[config.mk]
export PLATFORM = sky130hd
export DESIGN_NAME = clhbp_port
export DESIGN_NICKNAME = d
export VERILOG_FILES = /design/src/design/clhbp_pkg.sv /design/src/design/clhbp_sync.sv /design/src/design/clhbp_port.sv
export SDC_FILE = /design/constraint.sdc
export NUM_CORES = 1
export LEC_CHECK = 0
export BUFFER_PORTS_ARGS = -buffer_cell sky130_fd_sc_hd__buf_2
export CORE_UTILIZATION = 40
export DETAILED_ROUTE_END_ITERATION = 16
export PLACE_DENSITY_LB_ADDON = 0.2
export SLEW_MARGIN = 20
export SYNTH_ARGS = -nofsm -noshare
export SYNTH_HDL_FRONTEND = slang
export SYNTH_SLANG_ARGS = --single-unit
[constraint.sdc]
create_clock -name ref_clk -period 4.15 [get_ports ref_clk]
set_input_delay 0 -clock ref_clk [delete_from_list [all_inputs] [get_ports ref_clk]]
set_output_delay 0 -clock ref_clk [all_outputs]
set_load 0.01 [all_outputs]
[src/design/clhbp_pkg.sv]
// Constants and types shared by the character display host port
package clhbp_pkg;
	localparam int DATA_W = 8;
	localparam int NIB_W = 4;
	localparam int ADDR_W = 7;
	localparam int BUSY_BIT = 7;
	localparam int HALVES = 2;
	localparam logic [7:0] DATA_RST = 8'h00;
	localparam logic [6:0] ADDR_RST = 7'h00;
	localparam logic [7:0] INSTR_RST = 8'h00;
	// Register choose encoding
	localparam logic RSEL_INSTR = 1'b0;
	localparam logic RSEL_DATA = 1'b1;
	// Direction encoding
	localparam logic DIR_WRITE = 1'b0;
	localparam logic DIR_READ = 1'b1;
	// Internal operation time after an instruction, in ns
	localparam int INSTR_BUSY_NS = 400;
	localparam int CLK_PERIOD_NS = 10;
	localparam int INSTR_BUSY_CYC = (INSTR_BUSY_NS + CLK_PERIOD_NS - 1) /
		CLK_PERIOD_NS;
	localparam int BUSY_W = 8;

	typedef enum logic [1:0] {
		CLHBP_IDLE = 2'b00,
		CLHBP_ACTIVE = 2'b01,
		CLHBP_DONE = 2'b11
	} clhbp_phase_e;
endpackage

[src/design/clhbp_sync.sv]
// Two-stage synchroniser for asynchronous host pins
`timescale 1ns/100ps
module clhbp_sync #(
	parameter int W = 1
) (
	// Clock and reset
	input wire logic ref_clk,
	input wire logic sys_rst,
	// Data
	input wire logic [W-1:0] async_in,
	output logic [W-1:0] sync_out
);
	typedef struct packed {
		logic [W-1:0] s1;
		logic [W-1:0] s2;
	} clhbp_sync_s;

	clhbp_sync_s st_q;
	clhbp_sync_s st_d;

	always_comb begin
		st_d.s1 = async_in;
		st_d.s2 = st_q.s1;
	end

	always_ff @(posedge ref_clk) begin
		if (sys_rst) begin
			st_q <= '0;
		end else begin
			st_q <= st_d;
		end
	end

	assign sync_out = st_q.s2;
endmodule

[src/design/clhbp_port.sv]
// Host bus port of the character display, with register file and RAM side
`timescale 1ns/100ps
module clhbp_port (
	// Clock and reset
	input wire logic ref_clk,
	input wire logic sys_rst,
	// Configuration
	input wire logic nibble_mode,
	input wire logic dual_strobe,
	input wire logic addr_decrement,
	// Host pins
	input wire logic reg_choose,
	input wire logic read_sel,
	input wire logic enable_strobe,
	input wire logic upper_half_strobe,
	input wire logic lower_half_strobe,
	input wire logic [3:0] high_nibble_lines_in,
	input wire logic [3:0] low_nibble_lines_in,
	output logic [3:0] high_nibble_lines_out,
	output logic [3:0] low_nibble_lines_out,
	output logic high_nibble_lines_oe,
	output logic low_nibble_lines_oe,
	// Display RAM side
	output logic ram_wr,
	output logic ram_rd,
	output logic [6:0] ram_addr,
	output logic [7:0] ram_wdata,
	input wire logic [7:0] ram_rdata,
	output logic ram_half,
	// Instruction side
	output logic instr_valid,
	output logic [7:0] instr_code,
	input wire logic instr_sets_addr,
	input wire logic [6:0] instr_addr,
	// Status
	output logic busy_flag
);
	typedef struct packed {
		logic [1:0] strobe_prev;
		logic active_half;
		logic nib_second;
		logic [7:0] wr_byte;
		logic [7:0] instruction_reg;
		logic [7:0] data_reg;
		logic [6:0] address_counter;
		logic [7:0] busy_cnt;
		logic instr_valid;
		logic ram_wr;
		logic ram_rd;
		logic [7:0] ram_wdata;
		logic [6:0] ram_addr;
		logic fetch_pending;
		clhbp_pkg::clhbp_phase_e phase;
	} clhbp_port_s;

	clhbp_port_s st_q;
	clhbp_port_s st_d;
	logic [12:0] pins_raw;
	logic [12:0] pins_s;
	logic s_rsel;
	logic s_rd;
	logic [1:0] s_strobe;
	logic [3:0] s_hi;
	logic [3:0] s_lo;
	logic [1:0] fall;
	logic xfer_end;
	logic xfer_half;
	logic byte_done;
	logic [7:0] rd_byte;
	logic [7:0] cur_byte;

	function automatic logic [6:0] step_addr(input logic [6:0] a,
		input logic dec);
		step_addr = dec ? a - 7'h01 : a + 7'h01;
	endfunction

	assign pins_raw = {reg_choose, read_sel, enable_strobe, upper_half_strobe,
		lower_half_strobe, high_nibble_lines_in, low_nibble_lines_in};

	clhbp_sync #(.W(13)) u_sync (
		.ref_clk(ref_clk),
		.sys_rst(sys_rst),
		.async_in(pins_raw),
		.sync_out(pins_s)
	);

	assign s_rsel = pins_s[12];
	assign s_rd = pins_s[11];
	assign s_hi = pins_s[7:4];
	assign s_lo = pins_s[3:0];
	// Single-strobe parts use the plain enable for the upper half
	assign s_strobe = dual_strobe ? {pins_s[9], pins_s[8]} :
		{pins_s[10], 1'b0};
	// Data is latched on the falling edge of the strobe
	assign fall = st_q.strobe_prev & ~s_strobe;
	assign xfer_end = |fall;
	// Upper strobe has priority should both fall together
	assign xfer_half = fall[1] ? 1'b0 : 1'b1;

	// Status read: busy on the top line, counter below
	assign rd_byte = (s_rsel == clhbp_pkg::RSEL_INSTR) ?
		{st_q.busy_cnt != '0, st_q.address_counter} : st_q.data_reg;
	// Second nibble of a 4-bit pair carries the low half
	assign cur_byte = {s_hi, nibble_mode ? st_q.wr_byte[3:0] : s_lo};
	assign byte_done = ~nibble_mode | st_q.nib_second;

	always_comb begin
		st_d = st_q;
		st_d.strobe_prev = s_strobe;
		st_d.instr_valid = 1'b0;
		st_d.ram_wr = 1'b0;
		st_d.ram_rd = 1'b0;
		if (st_q.busy_cnt != '0) begin
			st_d.busy_cnt = st_q.busy_cnt - 8'h01;
		end
		if (st_q.fetch_pending) begin
			// Fetch the byte at the current address into the data register
			st_d.data_reg = ram_rdata;
			st_d.fetch_pending = 1'b0;
		end
		st_d.phase = (s_strobe != 2'b00) ? clhbp_pkg::CLHBP_ACTIVE :
			clhbp_pkg::CLHBP_IDLE;
		if (xfer_end) begin
			st_d.phase = clhbp_pkg::CLHBP_DONE;
			st_d.active_half = xfer_half;
			if (nibble_mode && !st_q.nib_second) begin
				// First nibble is the high half
				st_d.wr_byte = {4'h0, s_hi};
				st_d.nib_second = 1'b1;
			end else begin
				st_d.nib_second = 1'b0;
			end
			if (byte_done) begin
				case ({s_rsel, s_rd})
				{clhbp_pkg::RSEL_INSTR, clhbp_pkg::DIR_WRITE}: begin
					// Instruction write
					st_d.instruction_reg = nibble_mode ?
						{st_q.wr_byte[3:0], s_hi} : cur_byte;
					st_d.instr_valid = 1'b1;
					st_d.busy_cnt = 8'(clhbp_pkg::INSTR_BUSY_CYC);
					if (instr_sets_addr) begin
						st_d.address_counter = instr_addr;
						st_d.ram_addr = instr_addr;
						st_d.ram_rd = 1'b1;
						st_d.fetch_pending = 1'b1;
					end
				end
				{clhbp_pkg::RSEL_DATA, clhbp_pkg::DIR_WRITE}: begin
					// Data write forwarded to RAM at once
					st_d.data_reg = nibble_mode ?
						{st_q.wr_byte[3:0], s_hi} : cur_byte;
					st_d.ram_wdata = st_d.data_reg;
					st_d.ram_addr = st_q.address_counter;
					st_d.ram_wr = 1'b1;
					st_d.address_counter =
						step_addr(st_q.address_counter, addr_decrement);
				end
				{clhbp_pkg::RSEL_DATA, clhbp_pkg::DIR_READ}: begin
					// Advance and prefetch the next byte
					st_d.address_counter =
						step_addr(st_q.address_counter, addr_decrement);
					st_d.ram_addr = st_d.address_counter;
					st_d.ram_rd = 1'b1;
					st_d.fetch_pending = 1'b1;
				end
				default: begin
				end
				endcase
			end
		end
	end

	always_ff @(posedge ref_clk) begin
		if (sys_rst) begin
			st_q <= '{strobe_prev: 2'b00, active_half: 1'b0,
				nib_second: 1'b0, wr_byte: clhbp_pkg::DATA_RST,
				instruction_reg: clhbp_pkg::INSTR_RST,
				data_reg: clhbp_pkg::DATA_RST,
				address_counter: clhbp_pkg::ADDR_RST, busy_cnt: 8'h00,
				instr_valid: 1'b0, ram_wr: 1'b0, ram_rd: 1'b0,
				ram_wdata: clhbp_pkg::DATA_RST,
				ram_addr: clhbp_pkg::ADDR_RST, fetch_pending: 1'b0,
				phase: clhbp_pkg::CLHBP_IDLE};
		end else begin
			st_q <= st_d;
		end
	end

	// Drive only inside a synced read strobe; direction settles first
	assign high_nibble_lines_oe = s_rd & (s_strobe != 2'b00);
	assign low_nibble_lines_oe = s_rd & (s_strobe != 2'b00) &
		~nibble_mode;
	assign high_nibble_lines_out = (nibble_mode && st_q.nib_second) ?
		rd_byte[3:0] : rd_byte[7:4];
	assign low_nibble_lines_out = nibble_mode ? 4'h0 : rd_byte[3:0];
	assign busy_flag = st_q.busy_cnt != '0;
	assign ram_wr = st_q.ram_wr;
	assign ram_rd = st_q.ram_rd;
	assign ram_addr = st_q.ram_addr;
	assign ram_wdata = st_q.ram_wdata;
	assign ram_half = st_q.active_half;
	assign instr_valid = st_q.instr_valid;
	assign instr_code = st_q.instruction_reg;
endmodule

==> out/results.txt, run 1 <==
wire per inst - 14.9 um
Leakage - 1.95 nW
Setup crit start - u_sync.sync_out[12]
worst path cell trace - ha_1 > nor2_1 > o21a_1 > nor2_1 > a311oi_1
Critical Path Max Stage Delay - 810 ps
hold path startpoint - instr_sets_addr
clock skew - 14.1 ps
synthesized instance count - 405
Final GP Congestion - 0.852
VDD IR max - 189 uV
share of cells above drive strength 1 - 23.8%
largest net degree at the start of global routing - 63
DR vias/cell - 5.10
post-route cell area - 4640 um^2
total global-route track usage - 18.2%
Die Y-Extent - 102 um
max-cap violations - 0
dominant cells by area after synthesis - dfxtp_1, mux2i_1, nor2b_1
PD cells - 383 nW/um^2
final hold vios - 0
fin cells - 604
worst setup path category - flip-flop to flip-flop
syn_nets - 449
FF+latch count, synth - 83
routed via count - 3078
CP max FO - 15
endpoints failing setup - 0
Total Die Area - 10300 um^2
Req. time, crit path - 4340 ps
post-synth top area cell - dfxtp_1
first-pass GRT wire length - 14400 um
TritonCTS clock tree - yes
Clock Sinks - 83
antenna diode count - 0
Final TNS setup - 0 ps
actual slew at the worst max-slew pin - 1060 ps
crit end category - flip-flop
DR DRC count - 0
relative slew slack - 29.2%
initial antenna violation count - 0
Post-Syn Area - 3970 um^2
Crit path arrival time - 3150 ps
FMAX - 338 MHz
status - finished, final reports clean
Final Power - 1.78 mW
EDFF count, synth - 0
Post-Synthesis Mean Instance Area - 9.80 um^2
min Tclk post-route - 2960 ps
Final period util - 71.3%
asr flop ratio synth - 0%
RSZ-0062 raised after global routing - no
starting density of the core - 42.2%
Tightest Hold Check Type - primary input to flip-flop
Max Slew Vio Count - 0
Worst-Skew Late Latency - 370 ps
largest buffer count on any clock path - 2
Routed Antenna Nets - 0
Hold WS - 28.7 ps
top-area cell type share of the netlist area - 41.9%
CP Launch Type - flip-flop
cell mode on critical path - nor2_1
CP endpoint - st_q[29]
sequential-to-total area share from yosys stat - 41.9%
reg2reg start - u_sync.sync_out[12]
row cnt - 35
R2R depth - 5
Placed Instances - 562
IO Count - 72
CTS H-tree lvls - 3
grt ovf - 0
Filler Cell Count - 878
Crit path depth - 5
core area - 9420 um^2
Die X - 102 um
vias in the first global route - 2935
Starting DRT DRC Count - 134
Reg2Reg Setup Slack - 1190 ps
Area after DPL - 4200 um^2
Synth cell types - 60
Buffers & Inverters on Critical Path - 0
final net count - 514
Synthesis Warnings - 0
CTS clk-pin slew, worst paths - 80 ps
ys flop type - dfxtp_1
area delta synth->final - 16.9%
TritonCTS Buffers - 9
port buffer count - 71
CP max stage cell - nor2_1
hold path cells - 3
Post-DP HPWL - 6270 um
RR Endpoint - st_q[29]
delay-heaviest family, CP - simple AND/OR/NAND/NOR gates
final WL - 8980 um
CTS root buf - clkbuf_8
TritonRoute pass-1 iters - 4
-- state kept, by name (all words and copies together) (netlist names) --
| signal | count |
|---|---|
| instr_code | 8 |
| instr_valid | 1 |
| ram_addr | 7 |
| ram_half | 1 |
| ram_rd | 1 |
| ram_wdata | 8 |
| ram_wr | 1 |
| st_q | 30 |
| u_sync.st_d | 13 |
| u_sync.sync_out | 13 |
-- how the worst min path moves through the flow --
stage,end
4_1_cts,ram_rd
6_report,ram_rd
3_5_place_dp,u_sync.st_d[11]
2_1_floorplan,high_nibble_lines_oe
3_3_place_gp,u_sync.st_d[10]
5_1_grt,ram_rd
-- per-layer routing --
metal	vias up	share of wire (%)	track usage, %
met5	-	0	0
met2	102	46	29.3
met3	11	5.5	3.52
met4	0	1.6	7.36
li1	1541	-	-
met1	1424	47	23.9
-- synth_stat cells (5+ instances only) --
cell type	instances
a211oi_1	5
a211oi_2	6
a21o_1	10
a21oi_1	31
a311oi_1	6
and3_1	6
buf_4	23
clkbuf_1	9
dfxtp_1	83
ha_1	9
inv_1	10
mux2i_1	27
nand2_1	12
nor2_1	38
nor2b_1	30
o21ai_0	14
o2bb2ai_1	9
xnor2_1	6
-- layout by cell type, fill, tap and decap left out, drive strengths merged, types with 12 or more instances in the layout --
cell type	n
nor2	38
inv	13
dfxtp	83
dlygate4sd3	26
o21ai	15
a21oi	33
nor2b	30
nand2	13
buf	72
mux2i	27
a211oi	12
-- worst reg2reg max path: cells and delay by family, from the launching register on --
family                   cells  cell delay (ps)
AO/OA/AOI/OAI                2              500
AND/OR/NAND/NOR              2             1100
adder cells (fa/ha/maj)      1              550
flip-flops                   1              640
-- layout make-up --
| class | instances | area, um^2 | area share, % |
|---|---|---|---|
| timing repair buffer | 98 | 623 | 13.4 |
| inverter | 11 | 41.3 | 0.890 |
| clock buffer | 10 | 128 | 2.75 |
| sequential | 83 | 1660 | 35.8 |
| tap | 129 | 161 | 3.48 |
| clock inverter | 6 | 48.8 | 1.05 |
| multi-input combinational | 267 | 1980 | 42.6 |
-- kinds of logic after synthesis --
group                    count (synthesis)  synth area share, %
AO/OA/AOI/OAI                          105                 20.7
XOR/XNOR                                 9                 1.99
adder cells (fa/ha/maj)                 10                 3.34
buffers and inverters                   55                 8.35
flip-flops                              83                 41.9
multiplexers                            32                 9.36
AND/OR/NAND/NOR                        111                 14.4
-- through the flow --
| stage | setup slack (ps) | utilization, % |
|---|---|---|
| CTS | 1200 | 49.3 |
| global placement | 1380 | 44.6 |
| detailed placement | 1210 | 44.6 |
| floorplan | 2180 | - |
| finish | 1190 | 49.3 |
| global route | 997 | 49.3 |
-- where the power goes --
part           total [mW]  leakage, nW  switching (mW)  internal (mW)
clock               0.527       0.0795           0.305          0.222
combinational       0.364         1.19           0.192          0.172
sequential          0.886        0.677          0.0382          0.847
total                1.78         1.95           0.535           1.24
-- repair_timing --
action	in CTS	in global routing
buffers inserted	0	0
gates resized for setup	0	0
hold buffers	26	0
hold endpoints to repair	26	0
Power figures use the tool's default switching activity.
==> inputs of run 2 (changes only) <==
- clock period: 4.15 -> 2.6 ns (I/O delays scaled with it)
==> run 2 against run 1 <==
  * Sequential share of layout area shrank 0.46 points
  * Cell count grew 0.66%
  * Sequential power grew 59%
  * Combinational power grew 58%
  * Largest cell class unchanged
  * Die area is the same
  * Utilization grew 0.64 points
==> out/results.txt, run 2 (synthesized netlist as in run 1, its figures left out) <==
status - finished, final reports clean (unchanged)
wire per inst - 14.7 um (was 14.9 um)
RSZ-0062 raised after global routing - no (unchanged)
commonest cells after routing, fill and taps aside - dfxtp_1, buf_2, nor2_1 (unchanged)
first-pass GRT wire length - 14400 um (about the same)
Leakage - 1.99 nW (was 1.95 nW)
CTS root buf - clkbuf_8 (unchanged)
IO Count - 72 (unchanged)
max-cap violations - 0 (unchanged)
portion of total power attributed to sequential cells - 47.8% (was 49.8%)
post-route cell area - 4700 um^2 (was 4640 um^2)
fin worst setup slack - 352 ps (was 1190 ps)
Req. time, crit path - 2870 ps (was 4340 ps)
VDD IR max - 253 uV (was 189 uV)
delay-heaviest family, CP - compound AO/OA/AOI/OAI gates (was simple AND/OR/NAND/NOR gates)
total global-route track usage - 18.1% (was 18.2%)
starting density of the core - 42.2% (unchanged)
largest net degree at the start of global routing - 38 (was 63)
actual slew at the worst max-slew pin - 682 ps (was 1060 ps)
TritonCTS clock tree - yes (unchanged)
Internal - 2.11 mW (was 1.24 mW)
Max Slew Vio Count - 0 (unchanged)
row cnt - 35 (unchanged)
worst path cell trace - inv_1 > ha_1 > nor2_1 > o21ai_2 > a31oi_1 > a311oi_1 (was ha_1 > nor2_1 > o21a_1 > nor2_1 > a311oi_1)
Routed Antenna Nets - 0 (unchanged)
sw frac - 28.9% (was 30.1%)
Top reg by flops - st_q (unchanged)
CTS clk-pin slew, worst paths - 100 ps (was 80 ps)
clock skew - 16.6 ps (was 14.1 ps)
CP max stage cell - o21ai_2 (was nor2_1)
post_cts resized - 0 (unchanged)
Area after DPL - 4240 um^2 (was 4200 um^2)
grt ovf - 0 (unchanged)
area delta synth->final - 18.4% (was 16.9%)
Post-DP HPWL - 6300 um (was 6270 um)
Die X - 102 um (unchanged)
Worst-Skew Late Latency - 350 ps (was 370 ps)
initial antenna violation count - 0 (unchanged)
antenna diode count - 0 (unchanged)
final WL - 8920 um (was 8980 um)
core area - 9420 um^2 (unchanged)
Final Power - 2.96 mW (was 1.78 mW)
FMAX - 445 MHz (was 338 MHz)
part of the power in the clock network - 32.8% (was 29.7%)
relative slew slack - 54.4% (was 29.2%)
CP max FO - 14 (was 15)
Place WS - 404 ps (was 1210 ps)
setup bufs post-CTS - 0 (unchanged)
PD cells - 630 nW/um^2 (was 383 nW/um^2)
routed via count - 3093 (was 3078)
CTS H-tree lvls - 3 (unchanged)
Die Y-Extent - 102 um (unchanged)
Hold WS - 25.8 ps (was 28.7 ps)
logic gate share of total power - 19.5% (was 20.5%)
most common cell after layout, fill and taps aside - dfxtp_1 (unchanged)
DR DRC count - 0 (unchanged)
TritonCTS Buffers - 9 (unchanged)
final net count - 518 (was 514)
final hold vios - 0 (unchanged)
final core utilization - 49.9% (was 49.3%)
Placed Instances - 567 (was 562)
Final TNS setup - 0 ps (unchanged)
Starting DRT DRC Count - 154 (was 134)
Buffers & Inverters on Critical Path - 1 (was 0)
endpoints failing setup - 0 (unchanged)
hold buffer count at cts - 25 (was 26)
Final period util - 86.5% (was 71.3%)
Filler Cell Count - 921 (was 878)
min Tclk post-route - 2250 ps (was 2960 ps)
worst setup path category - flip-flop to flip-flop (unchanged)
max reg flops - 30 (unchanged)
Tightest Hold Check Type - primary input to flip-flop (unchanged)
port buffer count - 71 (unchanged)
share of cells above drive strength 1 - 24.8% (was 23.8%)
Clock Sinks - 83 (unchanged)
Net Switching - 0.854 mW (was 0.535 mW)
Final GP Congestion - 0.860 (was 0.852)
CP Launch Type - flip-flop (unchanged)
vias in the first global route - 2898 (was 2935)
fin cells - 608 (was 604)
Total Die Area - 10300 um^2 (unchanged)
Critical Path Max Stage Delay - 580 ps (was 810 ps)
DR vias/cell - 5.09 (was 5.10)
Crit path arrival time - 2510 ps (was 3150 ps)
largest buffer count on any clock path - 2 (unchanged)
TritonRoute pass-1 iters - 7 (was 4)
crit end category - flip-flop (unchanged)
## run 2: layout make-up
cell class | count | area, um^2 | share of cell area (%)
inverters | 11 | 41.3 | 0.879
multi-input cells | 267 | 1980 | 42.0
clock buffers | 10 | 138 | 2.93
clock inverters | 6 | 71.3 | 1.52
flip-flops and latches | 83 | 1660 | 35.4
repair buffers | 102 | 651 | 13.8
well taps | 129 | 161 | 3.43
## run 2: routing by layer
metal,global-route usage [%],vias up,wire [um]
met5,0,-,0
met2,28.0,90,4060
met3,3.04,9,384
met4,6.69,0,119
li1,-,1551,-
met1,25.2,1443,4360
## run 2: power groups by stage
stage / Combinational [mW] / Sequential, mW / Clock [mW]
final: 0.576 / 1.41 / 0.970
after global routing: 0.647 / 1.43 / 1.07
after CTS: 0.583 / 1.42 / 0.995
after detailed placement: 0.553 / 1.44 / 0
after global placement: 0.539 / 1.44 / 0
after floorplan: 0.421 / 1.43 / 0
## run 2: worst paths after layout
kind | startpoint | to | slack, ps | cells after the start
hold reg to reg | u_sync.st_d[9] | u_sync.sync_out[9] | 440 | 1
hold / removal | instr_sets_addr | ram_rd | 30 | 3
setup / recovery | u_sync.sync_out[11] | st_q[29] | 350 | 6
setup reg to reg | u_sync.sync_out[11] | st_q[29] | 350 | 6
## run 2: tightest hold or removal path, stage by stage
cell and delay, ps:
buf_2 130, a21oi_1 140, nor4_1 60
